==> config.mk <==
export PLATFORM = sky130hd
export DESIGN_NAME = incr_exec
export DESIGN_NICKNAME = d
export VERILOG_FILES = /design/src/inc/incr_pkg.sv /design/src/inc/phase_if.sv /design/src/hdl/incr_exec.sv /design/src/hdl/quarter_phase.sv
export SDC_FILE = /design/constraint.sdc
export NUM_CORES = 1
export LEC_CHECK = 0
export BUFFER_PORTS_ARGS = -buffer_cell sky130_fd_sc_hd__buf_4
export CORE_ASPECT_RATIO = 1.25
export CORE_MARGIN = 4
export CORE_UTILIZATION = 48
export DETAILED_ROUTE_END_ITERATION = 10
export GPL_ROUTABILITY_DRIVEN = 1
export HOLD_SLACK_MARGIN = 0.08
export PLACE_DENSITY = 0.84
export SLEW_MARGIN = 20
export SYNTH_ARGS = -nofsm -noshare
export SYNTH_HDL_FRONTEND = slang
export SYNTH_SLANG_ARGS = --single-unit
==> constraint.sdc <==
create_clock -name clock -period 1.6 [get_ports clock]
set_input_delay 0.16 -clock clock [delete_from_list [all_inputs] [get_ports clock]]
set_output_delay 0.16 -clock clock [all_outputs]
set_load 0.05 [all_outputs]
==> src/inc/incr_pkg.sv <==
package incr_pkg;

  // ************************************************************
  // Instruction layout
  // ************************************************************
  localparam logic [5:0]  INC_OPCODE      = 6'h0A;
  localparam logic [5:0]  SKZ_OPCODE      = 6'h0F;
  localparam int          OPC_MSB         = 15;
  localparam int          OPC_LSB         = 10;
  localparam int          DEST_BIT        = 9;
  localparam int          WIN_BIT         = 8;

  // ************************************************************
  // Operand addressing
  // ************************************************************
  localparam logic [7:0]  INDEXED_LIMIT   = 8'h5F;
  localparam logic [3:0]  FAST_LOW_BANK   = 4'h0;
  localparam logic [3:0]  FAST_HIGH_BANK  = 4'hF;

  // ************************************************************
  // Quarter phases and reset values
  // ************************************************************
  localparam logic [1:0]  PH_DECODE       = 2'h0;
  localparam logic [1:0]  PH_READ         = 2'h1;
  localparam logic [1:0]  PH_PROCESS      = 2'h2;
  localparam logic [1:0]  PH_WRITE        = 2'h3;
  localparam logic [7:0]  RESULT_RESET    = 8'h00;
  localparam logic [11:0] ADDR_RESET      = 12'h000;
  localparam logic [1:0]  SKIP_ONE        = 2'h1;
  localparam logic [1:0]  SKIP_TWO        = 2'h2;

  // ************************************************************
  // Flag vector positions
  // ************************************************************
  localparam int          FLAG_CARRY      = 0;
  localparam int          FLAG_NIBBLE     = 1;
  localparam int          FLAG_ZERO       = 2;
  localparam int          FLAG_WRAP       = 3;
  localparam int          FLAG_MSB        = 4;
  localparam logic [4:0]  FLAGS_RESET     = 5'h00;

  typedef enum logic [1:0] {
    OP_NONE = 2'b00,
    OP_INC  = 2'b01,
    OP_SKZ  = 2'b10
  } op_e;

endpackage

==> src/inc/phase_if.sv <==
`timescale 1ns/1ps
`default_nettype none

// Quarter phase of the instruction cycle shared between the sequencer and the executor.
interface phase_if;
  logic [1:0] phase;
  modport src (output phase);
  modport dst (input phase);
endinterface

`default_nettype wire

==> src/hdl/incr_exec.sv <==
// Overview of operation
// [RL1] Read operand byte, produce value plus one.
// [RL2] Target bit picks accumulator or operand byte.
// [RL3] Plain increment opcode is 001010 prefix.
// [RL4] Plain increment updates all five arithmetic flags.
// [RL5] Window bit picks bank pointer or fast bank.
// [RL6] Extended set indexes operands up to 95.
// [RL7] Decode, read, process, write over four quarters.
// [RL8] Skip variant keeps flags, skips on zero.
// [RL9] Skip variant opcode is 001111 prefix.
// [RL10] Increment wraps modulo 256 for skip test.
// [RL11] Skipped slot writes nothing, updates no flags.
`timescale 1ns/1ps
`default_nettype none

module incr_exec (
  input  wire logic        clock,
  input  wire logic        rst,
  input  wire logic        instr_valid,
  input  wire logic [15:0] instr_word,
  input  wire logic        next_is_two_word,
  input  wire logic        ext_set_enable,
  input  wire logic [3:0]  bank_pointer_reg,
  input  wire logic [11:0] index_base,
  input  wire logic [7:0]  mem_rdata,
  output logic [11:0]      mem_addr,
  output logic             mem_re,
  output logic [7:0]       mem_wdata,
  output logic             mem_we,
  output logic [7:0]       primary_result_register,
  output logic [4:0]       status_flags,
  output logic             skip_flush
);

  typedef struct packed {
    incr_pkg::op_e op;
    logic          dest;
    logic [11:0]   addr;
    logic          re;
    logic [7:0]    operand;
    logic [7:0]    result;
    logic [4:0]    new_flags;
    logic [7:0]    wdata;
    logic          we;
    logic [7:0]    w;
    logic [4:0]    flags;
    logic [1:0]    skip_cnt;
    logic          flush;
  } exec_s;

  exec_s   st_reg;
  exec_s   st_next;
  phase_if ph ();

  quarter_phase u_phase (
    .clock (clock),
    .rst   (rst),
    .ph    (ph)
  );

  // ************************************************************
  // Helper functions
  // ************************************************************

  // Forms the 12-bit operand address from window bit and index.
  function automatic logic [11:0] operand_address(input logic win, input logic [7:0] idx,
                                                  input logic ext, input logic [3:0] bank,
                                                  input logic [11:0] base);
    logic [11:0] a;
    a = {bank, idx};                                               // [RL5]
    if (!win) begin
      if (ext && idx <= incr_pkg::INDEXED_LIMIT) begin
        a = base + {4'h0, idx};                                    // [RL6]
      end else if (idx <= incr_pkg::INDEXED_LIMIT) begin
        a = {incr_pkg::FAST_LOW_BANK, idx};                        // [RL5]
      end else begin
        a = {incr_pkg::FAST_HIGH_BANK, idx};                       // [RL5]
      end
    end
    return a;
  endfunction

  // Builds the flag vector for an increment of the given operand.
  function automatic logic [4:0] inc_flags(input logic [7:0] v);
    logic [8:0] sum;
    logic [4:0] f;
    sum                       = {1'b0, v} + 9'h001;
    f                         = 5'h00;
    f[incr_pkg::FLAG_CARRY]   = sum[8];                            // [RL4]
    f[incr_pkg::FLAG_NIBBLE]  = (v[3:0] == 4'hF);                  // [RL4]
    f[incr_pkg::FLAG_ZERO]    = (sum[7:0] == 8'h00);               // [RL4]
    f[incr_pkg::FLAG_WRAP]    = (v == 8'h7F);                      // [RL4]
    f[incr_pkg::FLAG_MSB]     = sum[7];                            // [RL4]
    return f;
  endfunction

  // ************************************************************
  // Execution sequencer
  // ************************************************************

  // Advances decode, read, process and write on the four quarters.
  always_comb begin
    st_next = st_reg;
    case (ph.phase)
      incr_pkg::PH_DECODE: begin
        st_next.op = incr_pkg::OP_NONE;
        if (instr_valid && !st_reg.flush) begin                    // [RL11]
          if (instr_word[incr_pkg::OPC_MSB:incr_pkg::OPC_LSB] == incr_pkg::INC_OPCODE) begin
            st_next.op = incr_pkg::OP_INC;                         // [RL3]
          end else if (instr_word[incr_pkg::OPC_MSB:incr_pkg::OPC_LSB] == incr_pkg::SKZ_OPCODE) begin
            st_next.op = incr_pkg::OP_SKZ;                         // [RL9]
          end
          st_next.dest = instr_word[incr_pkg::DEST_BIT];
          st_next.addr = operand_address(instr_word[incr_pkg::WIN_BIT], instr_word[7:0],
                                         ext_set_enable, bank_pointer_reg, index_base);
          st_next.re   = (st_next.op != incr_pkg::OP_NONE);        // [RL7]
        end
      end
      incr_pkg::PH_READ: begin
        st_next.re      = 1'b0;
        st_next.operand = mem_rdata;                               // [RL1]
      end
      incr_pkg::PH_PROCESS: begin
        if (st_reg.op != incr_pkg::OP_NONE) begin
          st_next.result    = st_reg.operand + 8'h01;              // [RL1] [RL10]
          st_next.new_flags = inc_flags(st_reg.operand);
          st_next.wdata     = st_reg.operand + 8'h01;
          st_next.we        = st_reg.dest;                         // [RL2]
        end
      end
      incr_pkg::PH_WRITE: begin
        st_next.we = 1'b0;
        if (st_reg.op != incr_pkg::OP_NONE) begin
          if (!st_reg.dest) begin
            st_next.w = st_reg.result;                             // [RL2]
          end
          if (st_reg.op == incr_pkg::OP_INC) begin
            st_next.flags = st_reg.new_flags;                      // [RL4]
          end else if (st_reg.result == 8'h00) begin
            st_next.skip_cnt = next_is_two_word ? incr_pkg::SKIP_TWO : incr_pkg::SKIP_ONE; // [RL8]
            st_next.flush    = 1'b1;
          end
        end else if (st_reg.skip_cnt != 2'h0) begin
          st_next.skip_cnt = st_reg.skip_cnt - 2'h1;               // [RL8]
          st_next.flush    = (st_reg.skip_cnt != incr_pkg::SKIP_ONE);
        end
      end
      default: begin
        st_next = st_reg;
      end
    endcase
  end

  // Registers the whole executor state.
  always_ff @(posedge clock) begin
    if (rst) begin
      st_reg.op        <= incr_pkg::OP_NONE;
      st_reg.dest      <= 1'b0;
      st_reg.addr      <= incr_pkg::ADDR_RESET;
      st_reg.re        <= 1'b0;
      st_reg.operand   <= incr_pkg::RESULT_RESET;
      st_reg.result    <= incr_pkg::RESULT_RESET;
      st_reg.new_flags <= incr_pkg::FLAGS_RESET;
      st_reg.wdata     <= incr_pkg::RESULT_RESET;
      st_reg.we        <= 1'b0;
      st_reg.w         <= incr_pkg::RESULT_RESET;
      st_reg.flags     <= incr_pkg::FLAGS_RESET;
      st_reg.skip_cnt  <= 2'h0;
      st_reg.flush     <= 1'b0;
    end else begin
      st_reg <= st_next;
    end
  end

  // Outputs come straight from the state flip-flops.
  assign mem_addr                = st_reg.addr;
  assign mem_re                  = st_reg.re;
  assign mem_wdata               = st_reg.wdata;
  assign mem_we                  = st_reg.we;
  assign primary_result_register = st_reg.w;
  assign status_flags            = st_reg.flags;
  assign skip_flush              = st_reg.flush;
endmodule

`default_nettype wire

==> src/hdl/quarter_phase.sv <==
`timescale 1ns/1ps
`default_nettype none

module quarter_phase (
  input  wire logic clock,
  input  wire logic rst,
  phase_if.src      ph
);

  typedef struct packed {
    logic [1:0] phase;
  } seq_s;

  seq_s st_reg;
  seq_s st_next;

  // ************************************************************
  // Phase counter
  // ************************************************************

  // Steps through the four quarters, wrapping from the write phase.
  always_comb begin
    st_next       = st_reg;
    st_next.phase = st_reg.phase + 2'h1;
  end

  // Registers the phase, restarting at decode.
  always_ff @(posedge clock) begin
    if (rst) begin
      st_reg.phase <= incr_pkg::PH_DECODE;
    end else begin
      st_reg <= st_next;
    end
  end

  // Publishes the registered phase.
  assign ph.phase = st_reg.phase;

endmodule

`default_nettype wire

==> flow_summary.yaml, run 1 <==
clock_tree:
  numCtsBuffers: 5
  cts_root_buf: "clkbuf_8"
  path_clk_slew_ns: 0.11
  cts.sinks: 55
  cts_tree: "done"
  htree_levels: 2
  insertion_delay_ns: 0.31
  cts_buffer_depth: 2
yosys:
  synth.cell_area_sq_um: 3180
  synth-seq-cells: 55
  synth_flop_cell: "dfxtp_1"
  synth_edf_count: 0
  seq_area_frac_synth_pct: 34.6
  synth-xor-area-share_pct: 2.76
  synth_mux_area_share_pct: 6.93
  postSynthCellCount: 382
  synth_compound_area_share_pct: 16.1
  avgSynthCellArea_sq_um: 8.32
  synth_nets: 443
  ys_warn_count: 0
  synthAdderAreaFrac_pct: 6.54
  synthSimpleGateAreaFrac_pct: 20.9
  synth_cell_types: 49
  synthArstFlopShare_pct: 0
  synth_top_family_by_area: "simple AND/OR/NAND/NOR gates"
critical_path:
  critPathKind: "reg2reg"
  worst_setup_path_start_kind: "register"
  critPathMostFrequentCell: "nand3_1"
  path_max_fanout: 2
  required_ns: 1.86
  max_stage_delay_ns: 0.37
  slowest_stage: "or3_1"
  arrival_ns: 1.79
  reg2reg_depth: 8
  r2r_start: "u_phase.ph.phase[0]"
  startpoint: "u_phase.ph.phase[0]"
  endpoint_kind: "register"
  worstPathCellList: "inv_2, ha_4, nand3b_1, buf_4, a21oi_2, nand3_1, or3_1, nand3_1"
sta:
  setup_violations: 0
  fmax_ghz: 0.653
  slew_violations: 0
  hold_viol: 0
  rsz0062_at_grt: "true"
  fin_crit_sh_pct: 95.7
  maxSlewHeadroom_pct: 65.8
  period_needed_ns: 1.53
  tightest_slew_ns: 0.510
  skew_ns: 0.0130
  whs_ns: 0.0884
worst_hold_path:
  holdPathStages: 3
  hp-start: "mem_rdata[1]"
  hold_path.class: "in2reg"
routing:
  detail_route.first_pass.iterations: 4
  avgViaCountPerCell: 5.36
  routedWlPerCell_um: 14.1
  drc: 0
  ant_nets: 0
  routed_wl_um: 7660
  vias: 2920
  drt_iter0_drc: 79
global_route:
  grt_use_met3_pct: 4.30
  globalRouteOverflowTotal: 0
  grt_max_degree: 34
  antenna_found_initial: 0
  top_usage_layer: "met2"
  met2_usage_pct: 35.2
  grt_pass1_wl_um: 12500
  grt_pass1_vias: 2961
  grt_use_met1_pct: 20.8
  grt_usage_pct: 19.3
pwr:
  total_leakage_power_nw: 1.79
  power.total_mw: 3.02
  power.density_nw_per_um2: 734
  ir_drop_uv: 441
finish:
  largest_reg_flops: 18
  nets: 520
  n_antenna_cell: 0
  syn2layout_area_growth_pct: 29.4
  instances_no_fill: 545
  drive_gt1_share_pct: 32.6
place:
  placed_cells: 530
  place_congestion: 0.875
  port_buffers: 80
  dp.final_hpwl_um: 5920
run_status:
  outcome: "complete, no violations"
floorplan:
  io_pins: 81
  fp.dieW_um: 80.8
  core_sq_um: 6290
  die-area_sq_um: 8000
  start_util_pct: 50.6
  die_h_um: 99.0
  rows: 32
flow_run:
  drv_cap: 0
cells in the mapped netlist, types with 3 or more instances:
library cell / n / area (sq um)
o211ai_1: 4 / 30.0
xnor2_1: 9 / 78.8
dfxtp_1: 55 / 1100
nor2_1: 55 / 206
or3_1: 3 / 18.8
and2_1: 3 / 18.8
a21oi_1: 22 / 110
nand3b_1: 6 / 45.0
clkbuf_1: 12 / 45.0
buf_4: 33 / 248
a311oi_1: 3 / 26.3
o2111ai_1: 5 / 43.8
nand4_1: 3 / 18.8
a21o_1: 6 / 45.0
nor3_1: 10 / 50.1
nor4_1: 4 / 25.0
ha_1: 15 / 188
a211oi_1: 7 / 52.6
and3_1: 3 / 18.8
inv_1: 16 / 60.1
o21ai_0: 11 / 55.1
mux2i_1: 22 / 220
nand2_1: 22 / 82.6
nand3_1: 17 / 85.1
nor2b_1: 5 / 31.3
metrics by stage:
stage / instance area, sq um / setup TNS [ns] / setup WS [ns] / util [%]
2_1_floorplan: 3200 / -0.00389 / -0.00389 / -
3_3_place_gp: 3860 / -0.827 / -0.163 / 61.4
3_5_place_dp: 3860 / -1.27 / -0.200 / 61.4
4_1_cts: 4020 / 0 / 0.00945 / 63.9
5_1_grt: 4110 / -0.0126 / -0.0117 / 65.4
6_report: 4110 / 0 / 0.0694 / 65.4
worst paths after layout:
| path | endpoint | slack [ns] |
|---|---|---|
| worst max-delay path | mem_addr[8] | 0.07 |
| worst min-delay path | st_reg[39] | 0.09 |
| worst max register to register | mem_addr[8] | 0.07 |
| worst min register to register | st_reg[25] | 0.47 |
final cells by class:
cell class	instances	area, sq um
timing repair buffer	121	948
clock inverter	3	27.5
clock buffer	5	68.8
fill	521	2170
multi-input combinational	260	1800
tap	85	106
sequential	55	1100
inverter	16	60.1
cell families after synthesis:
kind of cell / Yosys count
xor+xnor: 10
simple gates: 138
fa+ha+maj: 16
compound gates: 74
mux: 22
flops: 55
buf+inv: 67
worst max-delay path, delay by kind of cell (launching register included):
| kind | cells | cell delay [ns] |
|---|---|---|
| flip-flops | 1 | 0.34 |
| buffers and inverters | 2 | 0.24 |
| AND/OR/NAND/NOR | 4 | 0.64 |
| AO/OA/AOI/OAI | 1 | 0.13 |
| adder cells (fa/ha/maj) | 1 | 0.13 |
power by group:
part	internal [mW]	switching [mW]	leakage, nW
Combinational	0.349	0.406	1.29
Sequential	1.42	0.0454	0.448
Clock	0.322	0.477	0.0463
Total	2.09	0.929	1.79
placed cells by master (no fill, tap or decap), types with 3 or more instances in the layout:
cell type      netlist  routed
buf_4               33     114
nor2_1              55      55
dfxtp_1             55      53
nand2_1             22      22
mux2i_1             22      22
a21oi_1             22      18
nand3_1             17      17
inv_1               16      13
ha_1                15      13
xnor2_1              9       9
nor3_1              10       9
o21ai_0             11       8
a211oi_1             7       7
nand3b_1             6       6
a21o_1               6       6
clkbuf_8             0       5
o2111ai_1            5       4
nor2b_1              5       4
o211ai_1             4       4
inv_2                0       3
o21ai_1              0       3
nor4_2               0       3
nand4_1              3       3
a21oi_4              0       3
and3_1               3       3
and2_1               3       3
or3_1                3       3
a311oi_1             3       3
dlygate4sd3_1        0       3
metal layers:
layer  routed length [um]  part of all wire [%]  vias up
li1                     -                     -     1462
met2                 4060                    53       92
met5                    0                     0        -
met4                  153                   2.0        0
met1                 3020                    39     1353
met3                  427                   5.6       13
repair_timing:
item / 4_1_cts / 5_1_grt
hold buffers: 2 / 1
gates cloned: 0 / 0
hold endpoints to repair: 2 / 1
setup buffers: 4 / 0
pin swaps: 3 / 3
setup endpoints to repair: 18 / 15
resized for setup: 6 / 20
No activity file was read; power rests on OpenSTA's default activity.
==> run 2: changes to the inputs <==
Settings changed: BUFFER_PORTS_ARGS -buffer_cell sky130_fd_sc_hd__buf_4 to -buffer_cell sky130_fd_sc_hd__buf_2.
Clock period 1.6 ns to 1.35 ns, I/O delays scaled along.
==> flow_summary.yaml, run 2 (same netlist as run 1, synthesis figures left out) <==
critical_path:
  path_max_fanout: 5
  arrival_ns: 1.85
  crit_buf_inv: 2
  worstPathCellList: "inv_2, ha_4, nand3b_1, buf_6, a21oi_2, nand3_1, or3_1, nand3_1"
  endpoint_kind: "register"
  slowest_stage: "or3_1"
  worst_setup_path_start_kind: "register"
  critPathTopFamily: "simple AND/OR/NAND/NOR gates"
  max_stage_delay_ns: 0.39
  critPathMostFrequentCell: "nand3_1"
  critPathKind: "reg2reg"
  required_ns: 1.62
finish:
  stdcell_area_sq_um: 4630
  largest_reg_flops: 18
  mostFrequentLayoutCell: "buf_2"
  syn2layout_area_growth_pct: 45.7
  drive_gt1_share_pct: 48.3
  final_cell_mix: "buf_2, buf_4, dfxtp_1, nor2_1, mux2i_1"
  fin_util_pct: 73.7
  n_antenna_cell: 0
  n_fill_cell: 414
  nets: 571
clock_tree:
  cts.sinks: 55
  numCtsBuffers: 5
  path_clk_slew_ns: 0.11
  cts_tree: "done"
  cts_buffer_depth: 2
  htree_levels: 2
  cts_root_buf: "clkbuf_8"
  insertion_delay_ns: 0.33
floorplan:
  die_h_um: 99.0
  die-area_sq_um: 8000
  start_util_pct: 50.6
  fp.dieW_um: 80.8
  io_pins: 81
  rows: 32
  core_sq_um: 6290
global_route:
  antenna_found_initial: 0
  grt_max_degree: 32
  grt_pass1_wl_um: 14300
  grt_pass1_vias: 3287
  globalRouteOverflowTotal: 0
  grt_usage_pct: 22.3
place:
  dpl_cell_area_sq_um: 3960
  dp.final_hpwl_um: 6290
  place_congestion: 0.918
  port_buffers: 80
pwr:
  ir_drop_uv: 661
  total_leakage_power_nw: 2.06
  power.density_nw_per_um2: 815
sta:
  skew_ns: 0.0140
  setup_violations: 44
  hold_viol: 0
  tightest_slew_ns: 0.357
  fin_crit_sh_pct: 117
  period_needed_ns: 1.58
  setup_slack_ns: -0.226
  maxSlewHeadroom_pct: 76.2
  fmax_ghz: 0.635
  slew_violations: 0
  rsz0062_at_grt: "true"
routing:
  drt_iter0_drc: 244
  detail_route.first_pass.iterations: 4
  routed_wl_um: 10100
  routedWlPerCell_um: 17.0
  avgViaCountPerCell: 5.51
  ant_nets: 0
  drc: 0
  vias: 3282
worst_hold_path:
  hold_path.class: "in2reg"
flow_run:
  drv_cap: 0
run_status:
  violations: "setup timing"
  outcome: "finished, violations left"
[run 2: cell count changes in the layout (fill, tap and decap cells not counted), moves of 5 or more]
cell / before / now
buf_2: 0 / 80
buf_4: 114 / 64
buf_6: 2 / 19
nor2_1: 55 / 46
nor2_2: 0 / 8
a21oi_2: 1 / 8
a211oi_1: 7 / 1
a211oi_2: 0 / 6
a21oi_1: 18 / 12
dlygate4sd3_1: 3 / 8
[run 2: final cells by class]
type | instances | area [sq um] | area share [%]
Timing Repair Buffer | 172 | 1190 | 25.8
Tap cell | 85 | 106 | 2.30
Multi-Input combinational cell | 260 | 2070 | 44.6
Clock buffer | 5 | 68.8 | 1.49
Inverter | 16 | 60.1 | 1.30
Clock inverter | 3 | 25.0 | 0.540
Sequential cell | 55 | 1110 | 24.0
[run 2: path summary, 6_finish.rpt]
| path | to | depth (start not counted) | slack [ns] | from |
|---|---|---|---|---|
| setup / recovery | mem_addr[8] | 8 | -0.23 | u_phase.ph.phase[0] |
| hold / removal | st_reg[42] | 3 | 0.09 | mem_rdata[4] |
| setup reg to reg | mem_addr[8] | 8 | -0.23 | u_phase.ph.phase[0] |
| hold reg to reg | st_reg[25] | 2 | 0.49 | st_reg[25] |
[run 2: per-stage QoR]
step	hold slack, ns	setup TNS, ns	total power [mW]	worst slack (ns)	std cells
final	0.0870	-4.03	3.77	-0.226	596
after global placement	0.372	-3.86	2.58	-0.387	565
after detailed placement	0.379	-5.22	2.60	-0.470	565
after floorplan	0.271	-0.828	2.30	-0.220	382
after CTS	0.0811	-1.17	3.67	-0.178	589
after global routing	0.0881	-6.66	3.94	-0.289	596
[run 2: tightest hold or removal path: cells and delay by family]
kind	cells	cell delay, ns
AND/OR/NAND/NOR	1	0.09
multiplexers	1	0.06
buffers and inverters	1	0.08
[run 2: per-layer routing]
layer	track usage, %	routed length [um]
met5	0	0
met1	23.7	3830
met4	9.36	247
met2	41.6	5510
met3	4.30	529
[run 2: what timing repair did]
action,CTS,global route
gates cloned,0,1
hold endpoints to repair,7,1
endpoints found under the setup margin,29,53
setup buffers,10,8
pin swaps,26,23
resized for setup,40,55
hold buffers,7,1
[run 2: where the power goes]
part | leakage, nW | internal [mW] | switching [mW]
Clock | 0.0452 | 0.381 | 0.623
Combinational | 1.57 | 0.464 | 0.571
Sequential | 0.450 | 1.68 | 0.0550
Total | 2.06 | 2.52 | 1.25
